File: config.mk
export PLATFORM = sky130hd
export DESIGN_NAME = sacs_sequencer
export DESIGN_NICKNAME = d
export VERILOG_FILES = /design/src/rtl/sacs_pkg.sv /design/src/rtl/sacs_sequencer.sv
export SDC_FILE = /design/constraint.sdc
export NUM_CORES = 1
export LEC_CHECK = 0
export BUFFER_PORTS_ARGS = -buffer_cell sky130_fd_sc_hd__clkbuf_2
export CAP_MARGIN = 20
export CORE_ASPECT_RATIO = 1.2
export CORE_MARGIN = 2
export CORE_UTILIZATION = 59
export CTS_CLUSTER_DIAMETER = 50
export DETAILED_ROUTE_END_ITERATION = 12
export GPL_ROUTABILITY_DRIVEN = 0
export PLACE_DENSITY = 0.93
export SYNTH_ARGS = -nofsm -noshare
export SYNTH_HDL_FRONTEND = slang
export SYNTH_SLANG_ARGS = --single-unit
File: constraint.sdc
create_clock -name pclk -period 6.35 [get_ports pclk]
set_input_delay 0.9525 -clock pclk [delete_from_list [all_inputs] [get_ports pclk]]
set_output_delay 0.9525 -clock pclk [all_outputs]
set_load 0.005 [all_outputs]
File: src/rtl/sacs_pkg.sv
package sacs_pkg;
  // register byte offsets
  localparam logic [11:0] SACS_OFF_CTRL_A = 12'h000; // converter_control_a
  localparam logic [11:0] SACS_OFF_CTRL_B = 12'h004; // converter_control_b
  localparam logic [11:0] SACS_OFF_INSEL = 12'h008; // input_select_register
  localparam logic [11:0] SACS_OFF_RES_LO = 12'h00c; // result_low_byte
  localparam logic [11:0] SACS_OFF_RES_HI = 12'h010; // result_high_byte
  // control a field positions
  localparam int SACS_CA_DIV = 0; // clock_divider_select, 3 bits
  localparam int SACS_CA_DONE = 4; // conversion_done_flag
  localparam int SACS_CA_AUTO = 5; // auto_trigger_on
  localparam int SACS_CA_START = 6; // start_conversion_bit
  localparam int SACS_CA_ON = 7; // converter_on
  // input select field positions
  localparam int SACS_IS_CHAN = 0; // channel_select, 5 bits
  localparam int SACS_IS_LEFT = 5; // left_align_result
  localparam int SACS_IS_REF = 6; // reference_select, 2 bits
  // reset values
  localparam logic [7:0] SACS_RST_BYTE = 8'h00;
  // conversion timing in adc clock cycles
  localparam logic [4:0] SACS_LEN_NORMAL = 5'h0d; // 13 cycles
  localparam logic [4:0] SACS_LEN_FIRST = 5'h19; // 25 cycles
  localparam logic [4:0] SACS_SH_NORMAL = 5'h01; // hold after 1.5 cycles
  localparam logic [4:0] SACS_SH_FIRST = 5'h0d; // hold after 13.5 cycles
  localparam logic [4:0] SACS_SH_AUTO = 5'h02; // hold after 2 cycles
  localparam logic [4:0] SACS_FIRST_BIT = 5'h0e; // first bit trial in first conv
  localparam logic [4:0] SACS_NORM_BIT = 5'h02; // first bit trial in normal conv
  localparam int SACS_TRIG_SYNC = 3; // cpu cycles of trigger synchronisation
  localparam logic [4:0] SACS_TRIG_SRC_DONE = 5'h00; // source index of the done flag
  typedef enum logic [1:0] {
    SACS_IDLE = 2'b00,
    SACS_WAIT = 2'b01,
    SACS_CONV = 2'b10
  } sacs_state_type;
  typedef struct packed {
    logic sample; // sample-and-hold strobe
    logic trial; // bit trial strobe
    logic [9:0] code; // trial code to the dac
    logic [4:0] channel; // latched channel
    logic [1:0] reference; // latched reference
  } sacs_front_type;
endpackage

File: src/rtl/sacs_sequencer.sv
`timescale 1ns/1ns
`default_nettype none
// Overview of operation
// selections act only while converter on
// 10-bit result, right or left aligned
// low byte read blocks result updates
// high byte read releases the block
// done flag sets even when blocked
// start bit high until conversion ends
// channel change waits for conversion end
// auto trigger edge resets prescaler, starts
// held level or busy edges ignored
// source flag must clear before retrigger
// done-flag source converts back to back
// start works in auto mode, reads busy
// prescaler runs only while converter on
// start begins at next adc clock edge
// 13 cycles normal, 25 first
// hold at 1.5 normal, 13.5 first
// completion writes result, sets done flag
// auto hold two cycles, three sync cycles
// free running restarts immediately
// selection latched at conversion start
// selection copying resumes in last cycle
// external front end, strobes and decisions
module sacs_sequencer
  import sacs_pkg::*;
(
  input wire logic pclk, // cpu clock, 100 mhz
  input wire logic presetn, // async reset, active low
  input wire logic psel, // apb select
  input wire logic penable, // apb enable
  input wire logic pwrite, // apb direction
  input wire logic [11:0] paddr, // apb byte address
  input wire logic [31:0] pwdata, // apb write data
  output logic [31:0] prdata, // apb read data
  output logic pready, // apb ready
  output logic pslverr, // apb error
  input wire logic [7:0] trig_sources, // trigger source levels
  input wire logic cmp_decision, // comparator: input at or above dac
  output sacs_front_type front // strobes to the analog front end
);
  // bus decode
  logic acc;
  logic wr;
  logic rd;
  logic hit;
  assign acc = psel & penable;
  assign wr = acc & pwrite;
  assign rd = acc & ~pwrite;
  assign hit = (paddr == SACS_OFF_CTRL_A) | (paddr == SACS_OFF_CTRL_B) |
               (paddr == SACS_OFF_INSEL) | (paddr == SACS_OFF_RES_LO) |
               (paddr == SACS_OFF_RES_HI);
  assign pready = 1'b1;
  assign pslverr = acc & ~hit;
  // software registers
  logic on_ff;
  logic auto_ff;
  logic [2:0] div_ff;
  logic [2:0] tsel_ff;
  logic [7:0] insel_ff;
  logic done_ff;
  logic start_ff;
  logic block_ff;
  logic [9:0] result_ff;
  logic left_ff;
  logic first_ff;
  sacs_state_type state_ff;
  sacs_state_type nxt_state;
  logic [4:0] cyc_ff;
  logic [4:0] len_ff;
  logic [4:0] sh_ff;
  logic [9:0] sar_ff;
  logic [3:0] bit_ff;
  logic adc_tick;
  logic finish;
  logic trig_start;
  logic sw_start;
  assign sw_start = wr & (paddr == SACS_OFF_CTRL_A) & pwdata[SACS_CA_START] &
                    pwdata[SACS_CA_ON];
  // control register a and b fields
  always_ff @(posedge pclk or negedge presetn) begin
    if (!presetn) begin
      on_ff <= 1'b0;
      auto_ff <= 1'b0;
      div_ff <= 3'h0;
      tsel_ff <= 3'h0;
    end else if (wr && paddr == SACS_OFF_CTRL_A) begin
      on_ff <= pwdata[SACS_CA_ON];
      auto_ff <= pwdata[SACS_CA_AUTO];
      div_ff <= pwdata[SACS_CA_DIV +: 3];
    end else if (wr && paddr == SACS_OFF_CTRL_B) begin
      tsel_ff <= pwdata[2:0];
    end
  end
  // buffered selection, random access by software
  always_ff @(posedge pclk or negedge presetn) begin
    if (!presetn) begin
      insel_ff <= SACS_RST_BYTE;
    end else if (wr && paddr == SACS_OFF_INSEL) begin
      insel_ff <= pwdata[7:0];
    end
  end
  // working selection: copies buffer while on, unless locked in a conversion
  logic [4:0] chan_ff;
  logic [1:0] ref_ff;
  logic locked;
  assign locked = (state_ff == SACS_CONV) && (cyc_ff < len_ff - 5'h01);
  always_ff @(posedge pclk or negedge presetn) begin
    if (!presetn) begin
      chan_ff <= 5'h00;
      ref_ff <= 2'h0;
    end else if (on_ff && !locked) begin
      chan_ff <= insel_ff[SACS_IS_CHAN +: 5];
      ref_ff <= insel_ff[SACS_IS_REF +: 2];
    end
  end
  // prescaler, held in reset while off or on trigger
  logic [7:0] pre_ff;
  logic [7:0] pre_max;
  assign pre_max = 8'((9'h002 << div_ff) - 9'h001);
  assign adc_tick = on_ff && (pre_ff == pre_max);
  always_ff @(posedge pclk or negedge presetn) begin
    if (!presetn) begin
      pre_ff <= 8'h00;
    end else if (!on_ff || trig_start || adc_tick) begin
      pre_ff <= 8'h00;
    end else begin
      pre_ff <= pre_ff + 8'h01;
    end
  end
  // trigger synchronisation and edge detect
  logic [SACS_TRIG_SYNC-1:0] tsync_ff;
  logic trig_lvl;
  logic trig_edge;
  assign trig_lvl = (tsel_ff == SACS_TRIG_SRC_DONE[2:0]) ? done_ff : trig_sources[tsel_ff];
  always_ff @(posedge pclk or negedge presetn) begin
    if (!presetn) begin
      tsync_ff <= '0;
    end else begin
      tsync_ff <= {tsync_ff[SACS_TRIG_SYNC-2:0], trig_lvl};
    end
  end
  assign trig_edge = tsync_ff[SACS_TRIG_SYNC-2] & ~tsync_ff[SACS_TRIG_SYNC-1];
  // edges while busy are dropped; done source restarts on finish
  assign trig_start = on_ff && auto_ff && (state_ff == SACS_IDLE) &&
                      (tsel_ff != SACS_TRIG_SRC_DONE[2:0]) && trig_edge;
  logic free_run;
  assign free_run = auto_ff && (tsel_ff == SACS_TRIG_SRC_DONE[2:0]);
  // conversion state machine
  always_comb begin
    nxt_state = state_ff;
    case (state_ff)
      SACS_IDLE: begin
        if (trig_start) begin
          nxt_state = SACS_CONV;
        end else if (sw_start) begin
          nxt_state = SACS_WAIT;
        end
      end
      SACS_WAIT: begin
        if (!on_ff) begin
          nxt_state = SACS_IDLE;
        end else if (adc_tick) begin
          nxt_state = SACS_CONV;
        end
      end
      SACS_CONV: begin
        if (!on_ff) begin
          nxt_state = SACS_IDLE;
        end else if (finish && !free_run) begin
          nxt_state = SACS_IDLE;
        end
      end
      default: nxt_state = SACS_IDLE;
    endcase
  end
  always_ff @(posedge pclk or negedge presetn) begin
    if (!presetn) begin
      state_ff <= SACS_IDLE;
    end else begin
      state_ff <= nxt_state;
    end
  end
  assign finish = (state_ff == SACS_CONV) && adc_tick && (cyc_ff == len_ff - 5'h01);
  // a free-running restart follows a finished first conversion, so it is normal
  logic first_now;
  assign first_now = first_ff && !finish;
  // cycle counter and per-conversion length and hold point
  logic conv_begin;
  assign conv_begin = trig_start || (state_ff == SACS_WAIT && adc_tick && on_ff);
  always_ff @(posedge pclk or negedge presetn) begin
    if (!presetn) begin
      cyc_ff <= 5'h00;
      len_ff <= SACS_LEN_NORMAL;
      sh_ff <= SACS_SH_NORMAL;
    end else if (conv_begin || (finish && free_run)) begin
      cyc_ff <= 5'h00;
      len_ff <= first_now ? SACS_LEN_FIRST : SACS_LEN_NORMAL;
      sh_ff <= first_now ? SACS_SH_FIRST : (trig_start ? SACS_SH_AUTO : SACS_SH_NORMAL);
    end else if (state_ff == SACS_CONV && adc_tick) begin
      cyc_ff <= cyc_ff + 5'h01;
    end
  end
  // first conversion after power on
  always_ff @(posedge pclk or negedge presetn) begin
    if (!presetn) begin
      first_ff <= 1'b1;
    end else if (!on_ff) begin
      first_ff <= 1'b1;
    end else if (finish) begin
      first_ff <= 1'b0;
    end
  end
  // successive approximation register, msb first
  logic trial_now;
  logic [4:0] bit_start;
  // auto conversions hold one tick later, so their trials start one tick later
  assign bit_start = (len_ff == SACS_LEN_FIRST) ? SACS_FIRST_BIT :
                     (sh_ff == SACS_SH_AUTO) ? SACS_SH_AUTO + 5'h01 : SACS_NORM_BIT;
  assign trial_now = (state_ff == SACS_CONV) && adc_tick && (cyc_ff >= bit_start) &&
                     (cyc_ff < bit_start + 5'h0a);
  always_ff @(posedge pclk or negedge presetn) begin
    if (!presetn) begin
      sar_ff <= 10'h000;
      bit_ff <= 4'h9;
    end else if (conv_begin || (finish && free_run)) begin
      sar_ff <= 10'h200;
      bit_ff <= 4'h9;
    end else if (trial_now) begin
      sar_ff[bit_ff] <= cmp_decision;
      if (bit_ff != 4'h0) begin
        sar_ff[bit_ff - 4'h1] <= 1'b1;
        bit_ff <= bit_ff - 4'h1;
      end
    end
  end
  // front end strobes, registered
  always_ff @(posedge pclk or negedge presetn) begin
    if (!presetn) begin
      front <= '0;
    end else begin
      front.sample <= (state_ff == SACS_CONV) && adc_tick && (cyc_ff == sh_ff);
      front.trial <= trial_now;
      front.code <= sar_ff;
      front.channel <= chan_ff;
      front.reference <= ref_ff;
    end
  end
  // result and access block
  logic rd_lo;
  logic rd_hi;
  assign rd_lo = rd && paddr == SACS_OFF_RES_LO;
  assign rd_hi = rd && paddr == SACS_OFF_RES_HI;
  always_ff @(posedge pclk or negedge presetn) begin
    if (!presetn) begin
      block_ff <= 1'b0;
    end else if (rd_hi) begin
      block_ff <= 1'b0;
    end else if (rd_lo) begin
      block_ff <= 1'b1;
    end
  end
  always_ff @(posedge pclk or negedge presetn) begin
    if (!presetn) begin
      result_ff <= 10'h000;
    end else if (finish && !block_ff) begin
      // the last trial may fall on the finish tick; otherwise the register is final
      result_ff <= trial_now ? {sar_ff[9:1], cmp_decision} : sar_ff;
    end
  end
  always_ff @(posedge pclk or negedge presetn) begin
    if (!presetn) begin
      left_ff <= 1'b0;
    end else begin
      left_ff <= insel_ff[SACS_IS_LEFT];
    end
  end
  // done flag: set wins over write-one clear
  always_ff @(posedge pclk or negedge presetn) begin
    if (!presetn) begin
      done_ff <= 1'b0;
    end else if (finish) begin
      done_ff <= 1'b1;
    end else if (wr && paddr == SACS_OFF_CTRL_A && pwdata[SACS_CA_DONE]) begin
      done_ff <= 1'b0;
    end
  end
  // start bit: high for any conversion in progress
  always_ff @(posedge pclk or negedge presetn) begin
    if (!presetn) begin
      start_ff <= 1'b0;
    end else begin
      start_ff <= (nxt_state != SACS_IDLE);
    end
  end
  // read data mux, bytes built combinationally from the result register
  logic [7:0] lo_byte;
  logic [7:0] hi_byte;
  always_comb begin
    if (left_ff) begin
      hi_byte = result_ff[9:2];
      lo_byte = {result_ff[1:0], 6'h00};
    end else begin
      hi_byte = {6'h00, result_ff[9:8]};
      lo_byte = result_ff[7:0];
    end
  end
  always_comb begin
    prdata = 32'h0000_0000;
    case (paddr)
      SACS_OFF_CTRL_A: prdata[7:0] = {on_ff, start_ff, auto_ff, done_ff, 1'b0, div_ff};
      SACS_OFF_CTRL_B: prdata[7:0] = {5'h00, tsel_ff};
      SACS_OFF_INSEL: prdata[7:0] = insel_ff;
      SACS_OFF_RES_LO: prdata[7:0] = lo_byte;
      SACS_OFF_RES_HI: prdata[7:0] = hi_byte;
      default: prdata = 32'h0000_0000;
    endcase
  end
  // checks
  property p_block_discard;
    @(posedge pclk) disable iff (!presetn)
    (finish && block_ff) |=> $stable(result_ff);
  endproperty
  a_block_discard: assert property (p_block_discard) else $error("blocked result changed");
  property p_done_on_finish;
    @(posedge pclk) disable iff (!presetn)
    finish |=> done_ff;
  endproperty
  a_done_on_finish: assert property (p_done_on_finish) else $error("done flag not set");
  property p_release;
    @(posedge pclk) disable iff (!presetn)
    rd_hi |=> !block_ff;
  endproperty
  a_release: assert property (p_release) else $error("block not released");
  property p_start_busy;
    @(posedge pclk) disable iff (!presetn)
    (state_ff == SACS_CONV) |-> ##1 start_ff || !on_ff || (finish && !free_run) || $past(finish);
  endproperty
  a_start_busy: assert property (p_start_busy) else $error("start bit low in conversion");
  property p_pre_off;
    @(posedge pclk) disable iff (!presetn)
    !on_ff |=> pre_ff == 8'h00;
  endproperty
  a_pre_off: assert property (p_pre_off) else $error("prescaler ran while off");
  property p_wait_tick;
    @(posedge pclk) disable iff (!presetn)
    (state_ff == SACS_WAIT && adc_tick) |=> state_ff == SACS_CONV;
  endproperty
  a_wait_tick: assert property (p_wait_tick) else $error("start not on adc edge");
  property p_len;
    @(posedge pclk) disable iff (!presetn)
    finish |-> (len_ff == SACS_LEN_NORMAL || len_ff == SACS_LEN_FIRST);
  endproperty
  a_len: assert property (p_len) else $error("bad conversion length");
  property p_lock;
    @(posedge pclk) disable iff (!presetn)
    locked && $past(locked) |-> $stable(chan_ff);
  endproperty
  a_lock: assert property (p_lock) else $error("channel moved during conversion");
  property p_busy_edge;
    @(posedge pclk) disable iff (!presetn)
    (state_ff != SACS_IDLE && trig_edge && on_ff && !adc_tick) |=> pre_ff == $past(pre_ff) + 8'h01;
  endproperty
  a_busy_edge: assert property (p_busy_edge) else $error("trigger taken while busy");
  property p_start_set;
    @(posedge pclk) disable iff (!presetn)
    conv_begin |=> start_ff;
  endproperty
  a_start_set: assert property (p_start_set) else $error("start bit low after start");
  c_finish: cover property (@(posedge pclk) disable iff (!presetn) finish);
  c_blocked: cover property (@(posedge pclk) disable iff (!presetn) finish && block_ff);
  c_trig: cover property (@(posedge pclk) disable iff (!presetn) trig_start);
  c_free: cover property (@(posedge pclk) disable iff (!presetn) finish && free_run);
endmodule
`default_nettype wire

Word-level counts from Yosys, hierarchy flattened. Cells that the tools add are included.

Register bits after elaboration: 99. Input bits: 58. Output and inout port bits: 53. Logic and storage cells: 158.

Add/sub/neg operators: 6. Order comparisons: 8. Equality and inequality tests: 12. Shift-type cells: 1. Multiplexer cells: 39. Bitwise gates (word level): 17. Reduce and logical (&&, ||, !) cells: 49.

Operators with widths (number): 8-bit case mux with 5 select lines (1); 10-bit 2-to-1 mux (3); 1-bit logical AND (27); 12-bit by 4-bit equality test with 1-bit output (second input constant) (2); 8-bit 2-to-1 mux (3); 4-bit 2-to-1 mux (5); 5-bit 2-to-1 mux (3); 2-bit 2-to-1 mux (7); 12-bit by 3-bit equality test with 1-bit output (second input constant) (1); 12-bit by 5-bit equality test with 1-bit output (second input constant) (1); 12-bit logical NOT (1); 1-bit 2-to-1 mux (12); 2-bit nonzero test (6); 10-bit bitwise mux (1); 5-bit equality test (2); 4-bit by 5-bit < comparator with 1-bit output (second input constant) (2); 5-bit < comparator (2); 10-bit OR (1); 8-bit by 1-bit adder with 8-bit output (second input constant) (1); 1-bit AND (8); 1-bit demux with 4-bit select (2); 8-bit equality test (1); 4-bit by 1-bit >= comparator with 1-bit output (second input constant) (2); 2-bit by 3-bit << shifter with 8-bit output (first input constant) (1); 23 further kinds (37).

Depth between registers and ports, before layout.
Depth in word-level cells: 11. Gate-level depth with buffers: 11. Mapped depth without buffers: 10.

Least setup slack after synthesis. OpenSTA, ideal clock, no wires.

Kind: in2out. Start: input port paddr[1]. End: output port prdata[6]. Data arrival time: 2.419 ns. Data required time: 5.398 ns. Path slack: 2.978 ns. Cell stages on the path: 5. Buffers on the path: 0. Cells stage by stage: or4_4 -> nor4_4 -> nand2_1 -> nor2_1 -> a221o_1.

Word-level cells in the longest chain between the ends: 2. Elaborated cells on any way between the ends: 6. Classes of those cells: 4 x eq/ne; 1 x mux; 1 x reduce/logical.

RTL lines: start: declaration (line sacs_sequencer.sv:34) `input wire logic [11:0] paddr,`; 12-bit by 5-bit equality test with 1-bit output (tied with other cells) (line sacs_sequencer.sv:311) `case (paddr)`; 8-bit case mux with 5 select lines * (line sacs_sequencer.sv:311); end: declaration (line sacs_sequencer.sv:36) `output logic [31:0] prdata,`.

Every way passes the cells marked *; elsewhere a longest branch is shown, timed or not.

Final worst setup path.
Start: input port paddr[1]. End: output port prdata[3].

Same word-level chain as after synthesis.

==> results.md <==
- Int Pwr: approximately 760 uW
- Most instantiated cells after synthesis: dfrtp_1 (88), nand2_1 (34), nor2_1 (33)
- Clock slew at reported path FFs: ~100 ps
- Sequential area share after synthesis: 0.470
- Highest metal used: met4
- Rel. slew slack: 0.419
- Vias: about 3,900
- Post-synth top area share: 0.444
- Final Util: 0.664
- Synth cell types: slightly above 70
- First-pass GRT wire length: approximately 19,000 um
- Tot GR Track Use: 0.260
- HP Start: tsync_ff[0]
- CP arrival: 2900 ps
- Final ANT Viol Nets: 0
- Async SR Flop Fraction: 1.00
- Crit path max fanout: 10
- # Post-CTS Setup Buffers: 0
- Vias per cell: just over 6
- CP peak stage delay: about 530 ps
- Number of flops mapped to enable cells by yosys: 0
- Share of layout cells above drive strength 1: 0.249
- IO Pins: 111
- R2R Setup Slk: 2870 ps
- DRC errors left: 0
- Cts hold-fix bufs: 0
- Final HPWL DP: roughly 8000 um
- Hold Vio Cnt, Final: 0
- Max VDD drop: approximately 180 uV
- Logic pwr share: 0.038
- Initial Util: 0.609
- Core area: 8150 um2
- Most frequent CP cell: clkbuf_2
- CTS tree: yes
- R2R Path Start: len_ff[2]
- Largest area contributor in the netlist: dfrtp_1
- Slowest-stage cell, CP: or4_4
- Final nets: 594
- Clock root cell: clkbuf_8
- Worst slew pin tran: between 800 and 900 ps
- Max Clock Skew: about 14 ps
- Cell with the most instances after synthesis: dfrtp_1
- Clk Latency, worst-skew pair: roughly 380 ps
- Switching part of the total power: 0.261
- Hold Path Class: reg2reg
- Inserted Diodes: 0
- Crit path kind: in2out
- CP Data Required Time: around 5400 ps
- Worst r2r dst: bit_ff[1]
- Synth top area cells: dfrtp_1 (44%), mux2_2 (7.0%), buf_4 (4.2%)
- Synth Register Bits: 93
- Seq pwr share: 0.576
- Pwr/cell area: between 150 and 200 nW/um2
- Hold Path Cell Cnt: 0
- Met3 Routed Length: ~810 um
- Final setup viols: 0
- Worst path cell trace: clkbuf_2 > or4_4 > nor4_4 > nand2_1 > nor2_1 > a222oi_1 > inv_1 > clkbuf_2
- Wire length on met1: between 4000 and 5000 um
- First-pass DRT Iterations: 5
- Largest net degree at the start of global routing: 67
- Max cap viols: 0
- H-tree levels: 3
- Psw: ~270 uW
- CP Launch Type: input pin
- Bufs and invs on worst path: 3
- Final Cell Area: between 5000 and 6000 um2
- RSZ-0062 raised after global routing: no
- Synthesis Warnings: 0
- Syn-to-layout area delta: 9.05%
- Max clock buf depth: 2
- Initial antenna violation count: 0
- Die H: around 100 um
- Rows: 36
- Max Fclk: between 200 and 300 MHz
- Worst Hold Path EP: tsync_ff[1]
- Overall die width: slightly below 90 um
- Cts repair resizes: 0
- Reg2reg path depth: 10
- Syn Inst Count: about 470
- Status: complete, no violations
- Post-DP Area: 5210 um2
- Routed WL: around 11,000 um
- Pleak: 2.55 nW
- Starting DRT DRC Count: 350
- Period Utilization, post-route: 0.607
- CP startpoint: paddr[1]
- Clk network pwr share: 0.386
- Cell Area, Synth: just under 5000 um2
- CTS Sinks: 93
- Final Max Tran Viols: 0
- Wire per inst: about 18 um
- Tmin final: between 3000 and 4000 ps
- Gr ovfl total: 0
- Vias in the first global route: roughly 3,800
- Met2 wire length: about 6000 um
- Setup_tns: 0 ps
- Post-synth top flop: dfrtp_1
- Cell family with most CP delay: simple AND/OR/NAND/NOR gates
- Num CTS Buffers: 9
- Syn avg cell area: ~11 um2
- Quantity of I/O buffers inserted on ports: 60
- Fillers: 572
- Endpoint type of the worst setup path: output port
- Area of the die: around 9200 um2
[registers in the layout (all words and copies together) (netlist names)]
| signal | count |
|---|---|
| first_ff | 1 |
| auto_ff | 1 |
| tsync_ff | 3 |
| state_ff | 2 |
| left_ff | 1 |
| bit_ff | 4 |
| tsel_ff | 3 |
| pre_ff | 8 |
| start_ff | 1 |
| insel_ff | 8 |
| chan_ff | 5 |
| sar_ff | 10 |
| done_ff | 1 |
| len_ff | 1 |
| result_ff | 10 |
| div_ff | 3 |
| front | 19 |
| block_ff | 1 |
| on_ff | 1 |
| cyc_ff | 5 |
| ref_ff | 2 |
| sh_ff | 3 |
[per-stage QoR]
stage	hold WS (ps)	cells	setup WS, ps	power (mW)
floorplan	331	494	2980	0.629
global placement	339	624	2630	0.643
detailed placement	336	624	2570	0.644
CTS	368	640	2550	1.03
global route	374	640	2390	1.07
finish	364	640	2500	1.03
[cells by family (layout without fill, tap and decap cells)]
| logic type | count (synthesis) | in the layout | share of synthesized area |
|---|---|---|---|
| AOI/OAI and AO/OA | 96 | 96 | 0.136 |
| xor gates and xnor gates | 12 | 12 | 0.0212 |
| adders and majority gates | 15 | 15 | 0.0378 |
| buffers and inverters | 65 | 97 | 0.0736 |
| DFF | 93 | 93 | 0.470 |
| muxes | 41 | 41 | 0.0961 |
| other | 2 | 25 | 0.00151 |
| and+or+nand+nor | 147 | 147 | 0.164 |
[layout by cell type, fill, tap and decap left out, drive strengths merged, types with 3 or more instances in the layout]
cell type  Yosys  final
dfrtp         88     88
clkbuf        10     68
nand2         35     35
nor2          33     33
mux2          33     33
conb           2     25
inv           20     24
a21oi         22     22
o21ai         20     20
nand3         16     16
ha            15     15
nor3          12     12
and3          10     10
a31oi          8      8
nor2b          8      8
xnor2          8      8
nand2b         6      6
mux2i          6      6
nand4          5      5
dfstp          5      5
xor2           4      4
o22ai          4      4
o21a           4      4
a32oi          4      4
a211oi         3      3
a221o          3      3
nor3b          3      3
o31ai          3      3
or3            3      3
clkinv         0      3
[per-layer routing]
metal	global-route usage	up-vias
met2	0.438	210
li1	-	1739
met1	0.318	1897
met4	0.118	0
met5	0	-
met3	0.0508	41
[worst reg2reg max path, stage by stage, from the launching register on]
cell	delay, ps
dfstp_2	570
nand2b_1	200
inv_1	70
ha_1	190
or3b_2	480
a41o_1	270
nor3_1	140
nand4_1	480
inv_1	590
a21oi_1	130
a311oi_1	270
[final cells by class]
type,instances,area (um2),share of cell area
Sequential cell,93,2330,0.431
Inverter,20,75.1,0.0139
Timing Repair Buffer,61,310,0.0573
Clock inverter,7,76.3,0.0141
Tap cell,114,143,0.0264
Multi-Input combinational cell,336,2350,0.434
Clock buffer,9,124,0.0229
[worst max-delay path by stage]
| stage | cells after the start | endpoint | slack (ps) |
|---|---|---|---|
| after floorplan | 5 | prdata[6] | 2980 |
| after global routing | 8 | prdata[2] | 2390 |
| after detailed placement | 8 | prdata[2] | 2570 |
| after global placement | 8 | prdata[2] | 2630 |
| final | 8 | prdata[3] | 2500 |
| after CTS | 8 | prdata[3] | 2550 |
[power groups by stage]
| stage | registers, mW | clock network [mW] | logic (mW) |
|---|---|---|---|
| 2_1_floorplan | 0.605 | 0 | 0.0245 |
| 3_3_place_gp | 0.605 | 0 | 0.0380 |
| 3_5_place_dp | 0.605 | 0 | 0.0392 |
| 4_1_cts | 0.594 | 0.400 | 0.0396 |
| 5_1_grt | 0.594 | 0.427 | 0.0447 |
| 6_report | 0.594 | 0.397 | 0.0396 |
No activity file was read; power rests on OpenSTA's default activity.
